`src/common/sspm_pkg.sv`:
```
// Shared constants and types of the synchronous serial master/slave port
package sspm_pkg;
   // Register indices, byte address is four times the index
   localparam logic [7:0] IDX_STATUS = 8'h28;
   localparam logic [7:0] IDX_DATA = 8'h29;
   localparam logic [7:0] IDX_CONTROL = 8'h2A;
   localparam logic [7:0] ADDR_STATUS = 8'(4 * int'(IDX_STATUS));
   localparam logic [7:0] ADDR_DATA = 8'(4 * int'(IDX_DATA));
   localparam logic [7:0] ADDR_CONTROL = 8'(4 * int'(IDX_CONTROL));

   // Status field positions
   localparam int ST_DONE = 7;
   localparam int ST_WRITE_COLLISION_FLAG = 6;
   localparam int ST_SLAVE_OVERFLOW_FLAG = 5;
   localparam int ST_MODE_FAULT_FLAG = 4;

   // Reset values
   localparam logic [7:0] CTRL_RESET = 8'h00;
   localparam logic [7:0] DATA_RESET = 8'h00;

   // Divide ratios for rate codes 00..11
   localparam logic [6:0] RATIO [4] = '{7'h04, 7'h08, 7'h10, 7'h40};
   localparam logic [2:0] LAST_BIT = 3'h7;
   localparam logic [3:0] LAST_EDGE = 4'hF;

   // Bus answers
   localparam logic [1:0] RESP_OKAY = 2'h0;
   localparam logic [1:0] RESP_SLVERR = 2'h2;

   // Control register layout, bit 7 down to bit 0
   typedef struct packed {
      logic mfd_off;
      logic enable;
      logic lsb_first;
      logic master;
      logic clock_polarity_sel;
      logic clock_phase_sel;
      logic [1:0] rate;
   } sspm_ctrl_t;

   // Synchronised pin levels
   typedef struct packed {
      logic sclk;
      logic mosi;
      logic miso;
      logic ss_n;
   } sspm_pin_t;

   typedef enum logic [0:0] {
      SSPM_IDLE = 1'b0,
      SSPM_XFER = 1'b1
   } sspm_state_t;
endpackage : sspm_pkg

```
`src/rtl/sspm_port.sv`:
```
// Synchronous serial master/slave port with an AXI4-Lite register slave
// Summary of operation
// - Full-duplex serial link over clock, two data lines and a select.
// - Master drives clock pulses only during a transfer, idle otherwise.
// - Each transfer shifts exactly eight bits.
// - Bit order 0 sends MSB first, 1 sends LSB first.
// - Master rate codes divide system clock by 4, 8, 16, 64.
// - Rate field applies only in master role.
// - Polarity 0 idles clock low, 1 idles clock high.
// - Role bit 0 makes a slave, 1 makes a master.
// - Clearing enable mid-transfer takes effect after the transfer.
// - Master data write with port enabled starts a transfer.
// - Fault detect bit 0 enables, 1 disables; master only.
// - A mode fault with detection enabled raises the interrupt.
// - Master with fault detection enabled seeing select low drops its drivers at once.
// - Data write during a transfer flags a write collision.
// - Slave finishing a byte while done is set flags overflow.
// - Phase is control bit 2, polarity control bit 3.
// - Done sets at completion; clears by status read then data access.
// - Slave takes the master clock and ignores the rate field.
// - Slave with select high ignores clock and takes no data.
//
// The AXI4-Lite register port and the register addresses were decided locally.
`timescale 1ns/10ps
module sspm_port (
   input wire logic aclk,
   input wire logic aresetn,
   input wire logic [7:0] s_axi_awaddr,
   input wire logic s_axi_awvalid,
   output logic s_axi_awready,
   input wire logic [31:0] s_axi_wdata,
   input wire logic [3:0] s_axi_wstrb,
   input wire logic s_axi_wvalid,
   output logic s_axi_wready,
   output logic [1:0] s_axi_bresp,
   output logic s_axi_bvalid,
   input wire logic s_axi_bready,
   input wire logic [7:0] s_axi_araddr,
   input wire logic s_axi_arvalid,
   output logic s_axi_arready,
   output logic [31:0] s_axi_rdata,
   output logic [1:0] s_axi_rresp,
   output logic s_axi_rvalid,
   input wire logic s_axi_rready,
   input wire logic sclk_i,
   output logic sclk_o,
   output logic sclk_oe,
   input wire logic mosi_i,
   output logic mosi_o,
   output logic mosi_oe,
   input wire logic miso_i,
   output logic miso_o,
   output logic miso_oe,
   input wire logic ss_n_i,
   output logic irq
);
   sspm_pkg::sspm_pin_t pin_m;
   sspm_pkg::sspm_pin_t pin_s;
   sspm_pkg::sspm_ctrl_t ctrl;
   sspm_pkg::sspm_ctrl_t next_ctrl;
   sspm_pkg::sspm_state_t state;
   sspm_pkg::sspm_state_t next_state;
   logic sclk_d;
   logic [7:0] aw_addr;
   logic [7:0] w_byte;
   logic w_lane;
   logic done, write_collision_flag, slave_overflow_flag, mode_fault_flag, arm_d, arm_m;
   logic m_samp;
   logic m_end;
   logic [5:0] div_cnt;
   logic [3:0] edge_cnt;
   logic [2:0] bit_cnt;
   logic [7:0] shreg;
   logic [7:0] rx_data;

   // Pins cross into the clock domain through two flops
   always_ff @(posedge aclk) begin
      if (!aresetn) begin
         pin_m <= '1;
         pin_s <= '1;
         sclk_d <= 1'b1;
      end else begin
         pin_m <= '{sclk: sclk_i, mosi: mosi_i, miso: miso_i, ss_n: ss_n_i};
         pin_s <= pin_m;
         sclk_d <= pin_s.sclk;
      end
   end

   // Write path: address and data held independently, either order
   wire do_write = !s_axi_awready && !s_axi_wready && !s_axi_bvalid;
   wire rd_take = s_axi_arvalid && s_axi_arready;
   wire wr_ctrl = do_write && w_lane && aw_addr == sspm_pkg::ADDR_CONTROL;
   wire wr_data = do_write && w_lane && aw_addr == sspm_pkg::ADDR_DATA;
   wire wr_hit = aw_addr == sspm_pkg::ADDR_CONTROL ||
      aw_addr == sspm_pkg::ADDR_DATA || aw_addr == sspm_pkg::ADDR_STATUS;
   wire rd_stat = rd_take && s_axi_araddr == sspm_pkg::ADDR_STATUS;
   wire rd_data = rd_take && s_axi_araddr == sspm_pkg::ADDR_DATA;
   wire rd_ctrl = rd_take && s_axi_araddr == sspm_pkg::ADDR_CONTROL;
   wire rd_hit = rd_stat || rd_data || rd_ctrl;
   wire [7:0] status_byte = {done, write_collision_flag, slave_overflow_flag, mode_fault_flag, 4'h0};
   wire [7:0] rd_byte = rd_stat ? status_byte :
      rd_data ? rx_data : rd_ctrl ? ctrl : 8'h00;

   always_ff @(posedge aclk) begin
      if (!aresetn) begin
         s_axi_awready <= 1'b1;
         s_axi_wready <= 1'b1;
         s_axi_bvalid <= 1'b0;
         s_axi_bresp <= sspm_pkg::RESP_OKAY;
         aw_addr <= 8'h00;
         w_byte <= 8'h00;
         w_lane <= 1'b0;
      end else begin
         if (s_axi_awvalid && s_axi_awready) begin
            s_axi_awready <= 1'b0;
            aw_addr <= s_axi_awaddr;
         end else if (s_axi_bvalid && s_axi_bready) begin
            s_axi_awready <= 1'b1;
         end
         if (s_axi_wvalid && s_axi_wready) begin
            s_axi_wready <= 1'b0;
            w_byte <= s_axi_wdata[7:0];
            w_lane <= s_axi_wstrb[0];
         end else if (s_axi_bvalid && s_axi_bready) begin
            s_axi_wready <= 1'b1;
         end
         if (do_write) begin
            s_axi_bvalid <= 1'b1;
            s_axi_bresp <= wr_hit ? sspm_pkg::RESP_OKAY :
               sspm_pkg::RESP_SLVERR;
         end else if (s_axi_bready) begin
            s_axi_bvalid <= 1'b0;
         end
      end
   end

   // Read path: one cycle from address to data
   always_ff @(posedge aclk) begin
      if (!aresetn) begin
         s_axi_arready <= 1'b1;
         s_axi_rvalid <= 1'b0;
         s_axi_rdata <= 32'h0;
         s_axi_rresp <= sspm_pkg::RESP_OKAY;
      end else if (rd_take) begin
         s_axi_arready <= 1'b0;
         s_axi_rvalid <= 1'b1;
         s_axi_rdata <= {24'h0, rd_byte};
         s_axi_rresp <= rd_hit ? sspm_pkg::RESP_OKAY : sspm_pkg::RESP_SLVERR;
      end else if (s_axi_rvalid && s_axi_rready) begin
         s_axi_rvalid <= 1'b0;
         s_axi_arready <= 1'b1;
      end
   end

   // Shift engine decode; slave edges come from the synchronised clock
   wire busy = state == sspm_pkg::SSPM_XFER;
   wire port_on = ctrl.enable || busy;
   wire master_run = busy && ctrl.master;
   wire [5:0] half_m1 = sspm_pkg::RATIO[ctrl.rate][6:1] - 6'h01;
   wire tick = master_run && div_cnt == half_m1;
   wire slave_go = !ctrl.master && port_on && !pin_s.ss_n;
   wire s_edge = slave_go && (pin_s.sclk ^ sclk_d);
   wire lead = tick ? sclk_o == ctrl.clock_polarity_sel :
      s_edge && pin_s.sclk != ctrl.clock_polarity_sel;
   wire trail = tick ? sclk_o != ctrl.clock_polarity_sel :
      s_edge && pin_s.sclk == ctrl.clock_polarity_sel;
   wire samp_now = ctrl.clock_phase_sel ? trail : lead;
   // Master samples one clock late: the input sync eats two cycles
   wire sample_ev = ctrl.master ? m_samp : samp_now;
   wire shift_ev = ctrl.clock_phase_sel ? lead : trail;
   wire in_bit = ctrl.master ? pin_s.miso : pin_s.mosi;
   wire head = ctrl.lsb_first ? shreg[0] : shreg[7];
   wire [7:0] shifted = ctrl.lsb_first ? {in_bit, shreg[7:1]} :
      {shreg[6:0], in_bit};
   wire last_sample = sample_ev && bit_cnt == sspm_pkg::LAST_BIT;
   wire xfer_end = ctrl.master ? m_end : last_sample;
   wire start = wr_data && ctrl.master && ctrl.enable && !busy;
   wire load = wr_data && !busy;
   wire write_collision_flag_ev = wr_data && busy;
   wire slave_overflow_flag_ev = xfer_end && !ctrl.master && done;
   wire mf_ev = ctrl.master && ctrl.enable && !ctrl.mfd_off &&
      !pin_s.ss_n;
   wire clr_d = (rd_data || wr_data) && arm_d;
   wire clr_m = wr_ctrl && arm_m;
   wire drv_m = ctrl.master && port_on && !mf_ev;
   wire w_head = ctrl.lsb_first ? w_byte[0] : w_byte[7];
   // A fresh load puts its first bit out before the first clock edge
   wire next_out = load ? w_head : (!busy || shift_ev) ? head : mosi_o;

   // Transfer state; a slave aborts when its select rises
   always_comb begin
      next_state = state;
      case (state)
         sspm_pkg::SSPM_IDLE: begin
            if (start || s_edge) begin
               next_state = sspm_pkg::SSPM_XFER;
            end
         end
         sspm_pkg::SSPM_XFER: begin
            if (xfer_end || mf_ev || (!ctrl.master && pin_s.ss_n)) begin
               next_state = sspm_pkg::SSPM_IDLE;
            end
         end
         default: next_state = sspm_pkg::SSPM_IDLE;
      endcase
   end

   // Control update; a mode fault drops role and enable over any write
   always_comb begin
      next_ctrl = ctrl;
      if (wr_ctrl) begin
         next_ctrl = w_byte;
      end
      if (mf_ev) begin
         next_ctrl.master = 1'b0;
         next_ctrl.enable = 1'b0;
      end
   end

   // Rate divider and edge counters
   always_ff @(posedge aclk) begin
      if (!aresetn) begin
         state <= sspm_pkg::SSPM_IDLE;
         ctrl <= sspm_pkg::CTRL_RESET;
         div_cnt <= 6'h00;
         edge_cnt <= 4'h0;
         bit_cnt <= 3'h0;
         m_samp <= 1'b0;
         m_end <= 1'b0;
      end else begin
         state <= next_state;
         ctrl <= next_ctrl;
         m_samp <= tick && samp_now;
         m_end <= tick && edge_cnt == sspm_pkg::LAST_EDGE;
         div_cnt <= (!master_run || tick) ? 6'h00 : div_cnt + 6'h01;
         edge_cnt <= start ? 4'h0 : tick ? edge_cnt + 4'h1 : edge_cnt;
         if (sample_ev) begin
            bit_cnt <= bit_cnt + 3'h1;
         end else if (!busy) begin
            bit_cnt <= 3'h0;
         end
      end
   end

   // Shift register and received byte; overflow keeps the old byte
   always_ff @(posedge aclk) begin
      if (!aresetn) begin
         shreg <= sspm_pkg::DATA_RESET;
         rx_data <= sspm_pkg::DATA_RESET;
      end else begin
         if (load) begin
            shreg <= w_byte;
         end else if (sample_ev) begin
            shreg <= shifted;
         end
         if (xfer_end && !slave_overflow_flag_ev) begin
            rx_data <= sample_ev ? shifted : shreg;
         end
      end
   end

   // Sticky flags; a new event wins over a clear in the same cycle
   always_ff @(posedge aclk) begin
      if (!aresetn) begin
         done <= 1'b0;
         write_collision_flag <= 1'b0;
         slave_overflow_flag <= 1'b0;
         mode_fault_flag <= 1'b0;
         arm_d <= 1'b0;
         arm_m <= 1'b0;
         irq <= 1'b0;
      end else begin
         done <= xfer_end || (done && !clr_d);
         write_collision_flag <= write_collision_flag_ev || (write_collision_flag && !clr_d);
         slave_overflow_flag <= slave_overflow_flag_ev || (slave_overflow_flag && !clr_d && !ctrl.master);
         mode_fault_flag <= mf_ev || (mode_fault_flag && !clr_m);
         arm_d <= rd_stat || (arm_d && !clr_d);
         arm_m <= rd_stat || (arm_m && !clr_m);
         irq <= mode_fault_flag && !ctrl.mfd_off;
      end
   end

   // Pin drivers; clock rests at the polarity level outside transfers
   always_ff @(posedge aclk) begin
      if (!aresetn) begin
         sclk_o <= 1'b0;
         sclk_oe <= 1'b0;
         mosi_o <= 1'b0;
         mosi_oe <= 1'b0;
         miso_o <= 1'b0;
         miso_oe <= 1'b0;
      end else begin
         sclk_o <= !master_run ? ctrl.clock_polarity_sel : tick ? !sclk_o : sclk_o;
         sclk_oe <= drv_m;
         mosi_oe <= drv_m;
         miso_oe <= !ctrl.master && port_on;
         mosi_o <= next_out;
         miso_o <= next_out;
      end
   end
endmodule : sspm_port

```
`config.mk`:
```
export PLATFORM = sky130hd
export DESIGN_NAME = sspm_port
export DESIGN_NICKNAME = d
export VERILOG_FILES = /design/src/common/sspm_pkg.sv /design/src/rtl/sspm_port.sv
export SDC_FILE = /design/constraint.sdc
export NUM_CORES = 1
export LEC_CHECK = 0
export BUFFER_PORTS_ARGS = -buffer_cell sky130_fd_sc_hd__buf_2
export CORE_AREA = 2 2 76 150
export CTS_BUF_LIST = sky130_fd_sc_hd__clkbuf_16
export CTS_CLUSTER_SIZE = 8
export DETAILED_ROUTE_END_ITERATION = 16
export DIE_AREA = 0 0 78 152
export SLEW_MARGIN = 20
export SYNTH_ARGS = -nofsm -noshare
export SYNTH_HDL_FRONTEND = slang
export SYNTH_SLANG_ARGS = --single-unit
```
`constraint.sdc`:
```
create_clock -name aclk -period 2.8 [get_ports aclk]
set_clock_uncertainty 0.05 [all_clocks]
set_input_delay 0.56 -clock aclk [delete_from_list [all_inputs] [get_ports aclk]]
set_output_delay 0.56 -clock aclk [all_outputs]
set_load 0.02 [all_outputs]
```
==> impl_metrics.env, run 1 <==
export IMPL_r2r_setup_slack_ns=0.47
export IMPL_clkLatencyLatePin_ns=0.34
export IMPL_vias=3362
export IMPL_drc=0
export IMPL_cp_max_fo=8
export IMPL_critical_path_arrival_ns=2.47
export IMPL_worstMarginPinSlew_ns=0.648
export IMPL_leakagePower_nw=1.91
export IMPL_crit_slowest_cell="dfxtp_1"
export IMPL_grt_max_degree=50
export IMPL_outcome="finished clean"
export IMPL_htreeDepth=3
export IMPL_end_kind="flop"
export IMPL_final_cell_area_um2=4840
export IMPL_drt_initial_drc_count=176
export IMPL_synth_seq_cells=92
export IMPL_post_cts_buffers=0
export IMPL_power_mw=2.76
export IMPL_place_area_um2=4530
export IMPL_drive_above_1_share=0.204
export IMPL_cp_startpoint="pin_s[3]"
export IMPL_cts_hold_buf=0
export IMPL_cts_tree="built"
export IMPL_setup_violations=0
export IMPL_synth_edff_count=0
export IMPL_reg2reg_to="rx_data[0]"
export IMPL_slew_viol_final=0
export IMPL_antenna_found_initial=0
export IMPL_wl_per_cell_um=13.7
export IMPL_yosysTopAreaCell="dfxtp_1"
export IMPL_layout_commonest_cell="dfxtp_1"
export IMPL_ir_drop_mv=0.310
export IMPL_ant_nets=0
export IMPL_routed_wl_um=9320
export IMPL_cap_violations=0
export IMPL_initial_core_util=0.387
export IMPL_synthTopCellsByArea="dfxtp_1 (44%), nand2_1 (5.6%), mux2i_1 (5.5%)"
export IMPL_ys_flop_type="dfxtp_1"
export IMPL_yosysWarnings=0
export IMPL_place_congestion=0.812
export IMPL_synthArstFlopShare=0
export IMPL_rr_worst_depth=6
export IMPL_clk_pin_slew_worst_paths_ns=0.07
export IMPL_area_delta_synth_final_pct=15.6
export IMPL_coreArea_um2=10800
export IMPL_use_met2=0.312
export IMPL_grt_first_pass_wirelength_um=15200
export IMPL_reg2reg_from="pin_s[3]"
export IMPL_avgSynthCellArea_um2=8.72
export IMPL_placement_io_buffers=57
export IMPL_fin_util=0.448
export IMPL_syn_instance_count=480
export IMPL_final_setup_tns_ns=0
export IMPL_synthDistinctLibCells=56
export IMPL_crit_end="rx_data[0]"
export IMPL_vias_per_cell=4.96
export IMPL_crit_type="reg -> reg"
export IMPL_slew_headroom=0.568
export IMPL_ios=111
export IMPL_final_period_utilization=0.831
export IMPL_ctsResizeCount=0
export IMPL_die_w_um=78
export IMPL_cts_inserted_buffers=9
export IMPL_start_kind="flop"
export IMPL_cts_root_buf="clkbuf_16"
export IMPL_synth_area_um2=4190
export IMPL_final_hold_violation_count=0
export IMPL_rsz0062_at_grt="no"
export IMPL_dieArea_um2=11900
export IMPL_synth_top_area_share=0.440
export IMPL_powerDensity_nw_per_um2=570
export IMPL_critPathMaxStageDelay_ns=0.44
export IMPL_cts_path_max_buffers=2
export IMPL_required_ns=2.95
export IMPL_die_h_um=152
export IMPL_met3_usage=0.0315
export IMPL_fin_crit_ns=2.33
export IMPL_first_pass_iters=5
export IMPL_rows=54
export IMPL_crit_chain="xnor2_1 -> nor4_2 -> o211ai_1 -> a311oi_4 -> or2_1 -> a211oi_2"
export IMPL_final_nets=600
export IMPL_hold_path_class="in -> reg"
export IMPL_mostFrequentLayoutCells="dfxtp_1 (92), nand2_1 (62), buf_2 (57), nor2_1 (56), a21oi_1 (45)"
export IMPL_gr_max_usage_layer="met2"
export IMPL_hold_ws_ns=0.350
export IMPL_yosysSeqAreaShare=0.440
export IMPL_cts_sinks=92
export IMPL_gr_usage_met1=0.165
export IMPL_n_antenna_cell=0
export IMPL_grt_usage=0.162
export IMPL_grt_overflow=0
export IMPL_timing_fmax_ghz=0.430
export IMPL_grt_pass1_vias=3183
export IMPL_dpl_hpwl_um=7190
per-layer routing:
metal	share of wire	up-vias	wire (um)
li1	-	1700	-
met1	0.37	1566	3440
met2	0.57	81	5320
met3	0.036	15	338
met4	0.024	0	225
met5	0	-	0
synth_stat cells (4+ instances only):
library cell / n
a21oi_1: 45
buf_4: 29
nor2b_1: 6
o21ai_2: 7
xnor2_1: 7
nand2b_1: 12
and2_1: 4
nor2_1: 56
mux2i_1: 23
a22oi_1: 8
clkbuf_1: 17
nand2_1: 62
buf_2: 4
ha_1: 4
inv_1: 6
xor2_1: 4
nor3_1: 14
o21ai_0: 12
dfxtp_1: 92
nand3_1: 5
o211ai_1: 7
flip-flops by register name (all words and copies together), names as in the netlist, 3 cells and up:
name,cells
aw_addr,8
ctrl,8
rx_data,8
s_axi_rdata,8
shreg,8
w_byte,8
div_cnt,6
edge_cnt,4
pin_m,4
pin_s,4
bit_cnt,3
worst max-delay path: cells and delay by family, from the launching register on:
family           cells  cell delay (ns)
AO/OA/AOI/OAI        3             0.66
XOR/XNOR             1             0.18
flip-flops           1             0.44
AND/OR/NAND/NOR      2             0.86
report_power, final:
group | internal (mW) | switching, mW | leakage [nW]
Combinational | 0.0522 | 0.114 | 1.02
Sequential | 1.34 | 0.0219 | 0.747
Clock | 0.704 | 0.530 | 0.141
kinds of logic after synthesis:
| logic type | after synthesis | synth area share |
|---|---|---|
| AOI/OAI and AO/OA | 101 | 0.164 |
| muxes | 27 | 0.0684 |
| other | 1 | 0.000896 |
| DFF | 92 | 0.440 |
| and+or+nand+nor | 181 | 0.202 |
| adders and majority gates | 4 | 0.0120 |
| xor gates and xnor gates | 12 | 0.0284 |
| buffers and inverters | 62 | 0.0846 |
final cells by class:
class                           instances  area [um2]
Inverter                                8        30.0
Tap cell                              140         175
Multi-Input combinational cell        351        2080
Clock buffer                            9         225
Fill cell                            1121        5970
Timing Repair Buffer                   71         403
Sequential cell                        92        1840
Clock inverter                          7        81.3
how the worst min path moves through the flow:
stage          slack, ns        to  startpoint  depth (start not counted)
2_1_floorplan       0.34  pin_s[0]    pin_m[0]                          1
3_3_place_gp        0.34  pin_s[0]    pin_m[0]                          1
3_5_place_dp        0.35  pin_s[1]    pin_m[1]                          1
4_1_cts             0.34  pin_m[0]      ss_n_i                          2
5_1_grt             0.35  pin_m[2]      mosi_i                          2
6_report            0.35  pin_m[0]      ss_n_i                          2
stage by stage:
step / std cells / setup slack (ns)
5_1_grt: 678 / 0.332
4_1_cts: 678 / 0.480
2_1_floorplan: 505 / 0.726
6_report: 678 / 0.474
3_3_place_gp: 662 / 0.558
3_5_place_dp: 662 / 0.516
Power figures use the tool's default switching activity.
==> run 2, diff against run 1 <==
==> constraint.sdc (replaced) <==
create_clock -name aclk -period 2.3 [get_ports aclk]
set_clock_uncertainty 0.05 [all_clocks]
set_input_delay 0.46 -clock aclk [delete_from_list [all_inputs] [get_ports aclk]]
set_output_delay 0.46 -clock aclk [all_outputs]
set_load 0.02 [all_outputs]
==> run 2 against run 1 <==
Net effect:
- highest routed layer unchanged
- power up 26%
- clock-buffer cell count unchanged
- largest power group unchanged
- register-to-register slack worse by 0.28 ns
- flip-flop and latch count unchanged
- critical path type unchanged
- non-clock buffer count up 7
==> impl_metrics.env, run 2 (synthesized netlist as in run 1, its figures left out) <==
export IMPL_final_hold_violation_count=0
export IMPL_vias_per_cell=4.98
export IMPL_cts_path_max_buffers=2
export IMPL_cp_max_fo=8
export IMPL_hold_ws_ns=0.249
export IMPL_layout_commonest_cell="dfxtp_1"
export IMPL_htreeDepth=3
export IMPL_placement_io_buffers=57
export IMPL_worstMarginPinSlew_ns=0.572
export IMPL_first_pass_iters=4
export IMPL_ios=111
export IMPL_routed_wl_um=9530
export IMPL_mostFrequentLayoutCells="dfxtp_1 (92), nand2_1 (62), buf_2 (57), nor2_1 (56), a21oi_1 (45)"
export IMPL_drc=0
export IMPL_dpl_hpwl_um=7270
export IMPL_final_setup_tns_ns=0
export IMPL_crit_type="reg -> reg"
export IMPL_rows=54
export IMPL_powerDensity_nw_per_um2=709
export IMPL_grt_first_pass_wirelength_um=15500
export IMPL_fin_crit_ns=2.11
export IMPL_ir_drop_mv=0.403
export IMPL_drive_above_1_share=0.215
export IMPL_start_kind="flop"
export IMPL_final_nets=607
export IMPL_area_delta_synth_final_pct=17.5
export IMPL_timing_fmax_ghz=0.474
export IMPL_power_mw=3.49
export IMPL_end_kind="flop"
export IMPL_rsz0062_at_grt="no"
export IMPL_drt_initial_drc_count=174
export IMPL_n_antenna_cell=0
export IMPL_antenna_found_initial=0
export IMPL_ant_nets=0
export IMPL_grt_pass1_vias=3268
export IMPL_clkLatencyLatePin_ns=0.34
export IMPL_hold_path_class="in -> reg"
export IMPL_post_cts_buffers=0
export IMPL_cts_root_buf="clkbuf_16"
export IMPL_final_period_utilization=0.918
export IMPL_slew_headroom=0.618
export IMPL_die_h_um=152
export IMPL_slew_viol_final=0
export IMPL_leakagePower_nw=1.96
export IMPL_coreArea_um2=10800
export IMPL_critical_path_arrival_ns=2.33
export IMPL_required_ns=2.52
export IMPL_clk_pin_slew_worst_paths_ns=0.07
export IMPL_grt_usage=0.166
export IMPL_ctsResizeCount=0
export IMPL_cts_inserted_buffers=9
export IMPL_cts_hold_buf=0
export IMPL_num_fill_cells=1068
export IMPL_cts_tree="built"
export IMPL_cts_sinks=92
export IMPL_outcome="finished clean"
export IMPL_vias=3411
export IMPL_setup_violations=0
export IMPL_place_congestion=0.848
export IMPL_grt_max_degree=50
export IMPL_initial_core_util=0.387
export IMPL_dieArea_um2=11900
export IMPL_die_w_um=78
export IMPL_cap_violations=0
export IMPL_wl_per_cell_um=13.9
export IMPL_grt_overflow=0
## run 2: cell count changes in the layout (fill, tap and decap cells not counted)
| cell | delta |
|---|---|
| buf_4 | +7 |
| clkinvlp_4 | -2 |
| bufinv_16 | +1 |
| inv_6 | +1 |
## run 2: per-layer routing
| metal | up-vias | track usage | routed length (um) |
|---|---|---|---|
| met1 | 1576 | 0.162 | 3450 |
| met4 | 0 | 0.102 | 437 |
| met5 | - | 0 | 0 |
| met2 | 96 | 0.310 | 5240 |
| met3 | 24 | 0.0297 | 404 |
| li1 | 1715 | - | - |
## run 2: area by class of cell
cell class	instances	area, um2	area share
clock buffer	9	225	0.0458
clock inverter	7	105	0.0214
inverter	8	30.0	0.00611
multi-input combinational	351	2080	0.424
sequential	92	1840	0.375
tap	140	175	0.0356
timing repair buffer	78	455	0.0926
## run 2: worst paths after layout
kind / cells after the start / end / slack (ns) / from
min: 2 / pin_m[2] / 0.25 / mosi_i
max: 7 / rx_data[0] / 0.19 / ctrl[1]
min reg2reg: 1 / pin_s[0] / 0.36 / pin_m[0]
max reg2reg: 7 / rx_data[0] / 0.19 / ctrl[1]
## run 2: critical path, stage by stage, from the launching register on
cell and delay, ns:
dfxtp_1 0.39, or4_4 0.58, a21oi_4 0.19, o21ai_2 0.11
a311oi_4 0.27, buf_4 0.20, nor3_1 0.06, a211oi_2 0.20
## run 2: per-stage QoR
stage                     instance area (um2)  instances  utilization  setup slack (ns)
after CTS                                4920        685        0.455             0.171
after floorplan                          4280        505            -             0.226
after detailed placement                 4590        669        0.424             0.190
after global routing                     4920        685        0.455            0.0705
after global placement                   4590        669        0.424             0.213
final                                    4920        685        0.455             0.189
## run 2: where the power goes
group	switching (mW)	leakage, nW	total (mW)	internal [mW]
Clock	0.657	0.159	1.63	0.971
Sequential	0.0268	0.747	1.65	1.63
Combinational	0.140	1.05	0.206	0.0658
Total	0.824	1.96	3.49	2.66
==> run 3, diff against run 2 <==
--- a/config.mk
+++ b/config.mk
@@ -11,6 +11,7 @@
 export CTS_CLUSTER_SIZE = 8
 export DETAILED_ROUTE_END_ITERATION = 16
 export DIE_AREA = 0 0 78 152
+export PLACE_DENSITY = 0.61
 export SLEW_MARGIN = 20
 export SYNTH_ARGS = -nofsm -noshare
 export SYNTH_HDL_FRONTEND = slang
==> run 3 against run 2 <==
Net effect:
- cell area down 1.1%
- cell count up 0.15%
- largest cell class unchanged
- power down 8.1%
==> impl_metrics.env, run 3 (synthesized netlist as in run 1, its figures left out) <==
export IMPL_hold_path_class="in -> reg"
export IMPL_use_met2=0.314
export IMPL_cts_hold_buf=0
export IMPL_seq_power_share=0.516
export IMPL_end_kind="flop"
export IMPL_ctsResizeCount=0
export IMPL_routed_wl_um=9710
export IMPL_drt_initial_drc_count=141
export IMPL_crit_type="reg -> reg"
export IMPL_coreArea_um2=10800
export IMPL_powerDensity_nw_per_um2=659
export IMPL_grt_usage=0.171
export IMPL_p_sw_uw=783
export IMPL_p_int_mw=2.42
export IMPL_antenna_found_initial=0
export IMPL_cts_sinks=92
export IMPL_fin_crit_ns=2.10
export IMPL_clk_pin_slew_worst_paths_ns=0.06
export IMPL_placement_io_buffers=57
export IMPL_critPathMaxStageDelay_ns=0.54
export IMPL_initial_core_util=0.387
export IMPL_mostFrequentLayoutCells="dfxtp_1 (92), nand2_1 (62), buf_2 (57), nor2_1 (56), a21oi_1 (45)"
export IMPL_critical_path_arrival_ns=2.32
export IMPL_cap_violations=0
export IMPL_crit_slowest_cell="or4_4"
export IMPL_n_antenna_cell=0
export IMPL_worstMarginPinSlew_ns=0.560
export IMPL_gr_usage_met1=0.168
export IMPL_final_nets=608
export IMPL_dieArea_um2=11900
export IMPL_met3_usage=0.0338
export IMPL_grt_overflow=0
export IMPL_grt_max_degree=51
export IMPL_leakagePower_nw=1.95
export IMPL_post_cts_buffers=0
export IMPL_ir_drop_mv=0.420
export IMPL_layout_commonest_cell="dfxtp_1"
export IMPL_vias_per_cell=5.03
export IMPL_crit_chain="or4_4 -> a21oi_4 -> o21ai_2 -> a311oi_4 -> buf_4 -> nor3_1 -> a211oi_2"
export IMPL_cts_inserted_buffers=9
export IMPL_power_mw=3.20
export IMPL_htreeDepth=3
export IMPL_area_delta_synth_final_pct=16.2
export IMPL_rsz0062_at_grt="no"
export IMPL_drive_above_1_share=0.211
export IMPL_cts_root_buf="clkbuf_16"
export IMPL_rows=54
export IMPL_grt_pass1_vias=3409
export IMPL_start_kind="flop"
export IMPL_clock_power_share=0.419
export IMPL_p_sw_frac=0.244
export IMPL_timing_fmax_ghz=0.476
export IMPL_cts_path_max_buffers=2
export IMPL_ios=111
export IMPL_gr_max_usage_layer="met2"
export IMPL_slew_viol_final=0
export IMPL_vias=3448
export IMPL_clkLatencyLatePin_ns=0.34
export IMPL_final_setup_tns_ns=0
export IMPL_drc=0
export IMPL_cp_max_fo=8
export IMPL_die_h_um=152
export IMPL_cts_tree="built"
export IMPL_final_period_utilization=0.914
export IMPL_place_congestion=0.873
export IMPL_first_pass_iters=4
export IMPL_ant_nets=0
export IMPL_die_w_um=78
export IMPL_dpl_hpwl_um=7410
export IMPL_setup_violations=0
export IMPL_grt_first_pass_wirelength_um=15900
export IMPL_required_ns=2.52
export IMPL_final_hold_violation_count=0
export IMPL_slew_headroom=0.626
export IMPL_wl_per_cell_um=14.2
export IMPL_outcome="finished clean"
export IMPL_combPwrFrac=0.064
run 3: power groups by stage:
stage	registers [mW]	clock network [mW]	logic, mW
finish	1.66	1.34	0.206
global route	1.66	1.44	0.232
CTS	1.65	1.38	0.207
detailed placement	1.69	0	0.207
global placement	1.69	0	0.204
floorplan	1.69	0	0.161
run 3: final cells by class:
class,instances,area (um2)
Fill cell,1115,5950
Multi-Input combinational cell,351,2080
Sequential cell,92,1840
Timing Repair Buffer,79,463
Clock buffer,9,225
Tap cell,140,175
Clock inverter,7,45.0
Inverter,8,30.0
run 3: metal layers:
layer	wire length [um]	up-vias
met4	481	0
li1	-	1731
met2	5280	93
met1	3560	1601
met5	0	-
met3	387	23
run 3: per-stage QoR:
stage          utilization  setup slack [ns]  hold WS (ns)  instances  area (um2)
2_1_floorplan            -             0.226         0.336        505        4280
3_3_place_gp         0.425             0.249         0.342        670        4590
3_5_place_dp         0.425             0.209         0.346        670        4590
4_1_cts              0.450             0.184         0.237        686        4860
5_1_grt              0.450            0.0806         0.250        686        4860
6_report             0.450             0.199         0.242        686        4860
run 3: final timing paths:
kind | startpoint | to | slack, ns | cells past startpoint
max | div_cnt[2] | rx_data[0] | 0.20 | 7
max reg2reg | div_cnt[2] | rx_data[0] | 0.20 | 7
min reg2reg | pin_m[3] | pin_s[3] | 0.36 | 1
min | sclk_i | pin_m[3] | 0.24 | 2
run 3: worst max-delay path: cells and delay by family, from the launching register on:
| family | cells | cell delay, ns |
|---|---|---|
| buf+inv | 1 | 0.21 |
| simple gates | 2 | 0.60 |
| compound gates | 4 | 0.79 |
| flops | 1 | 0.37 |
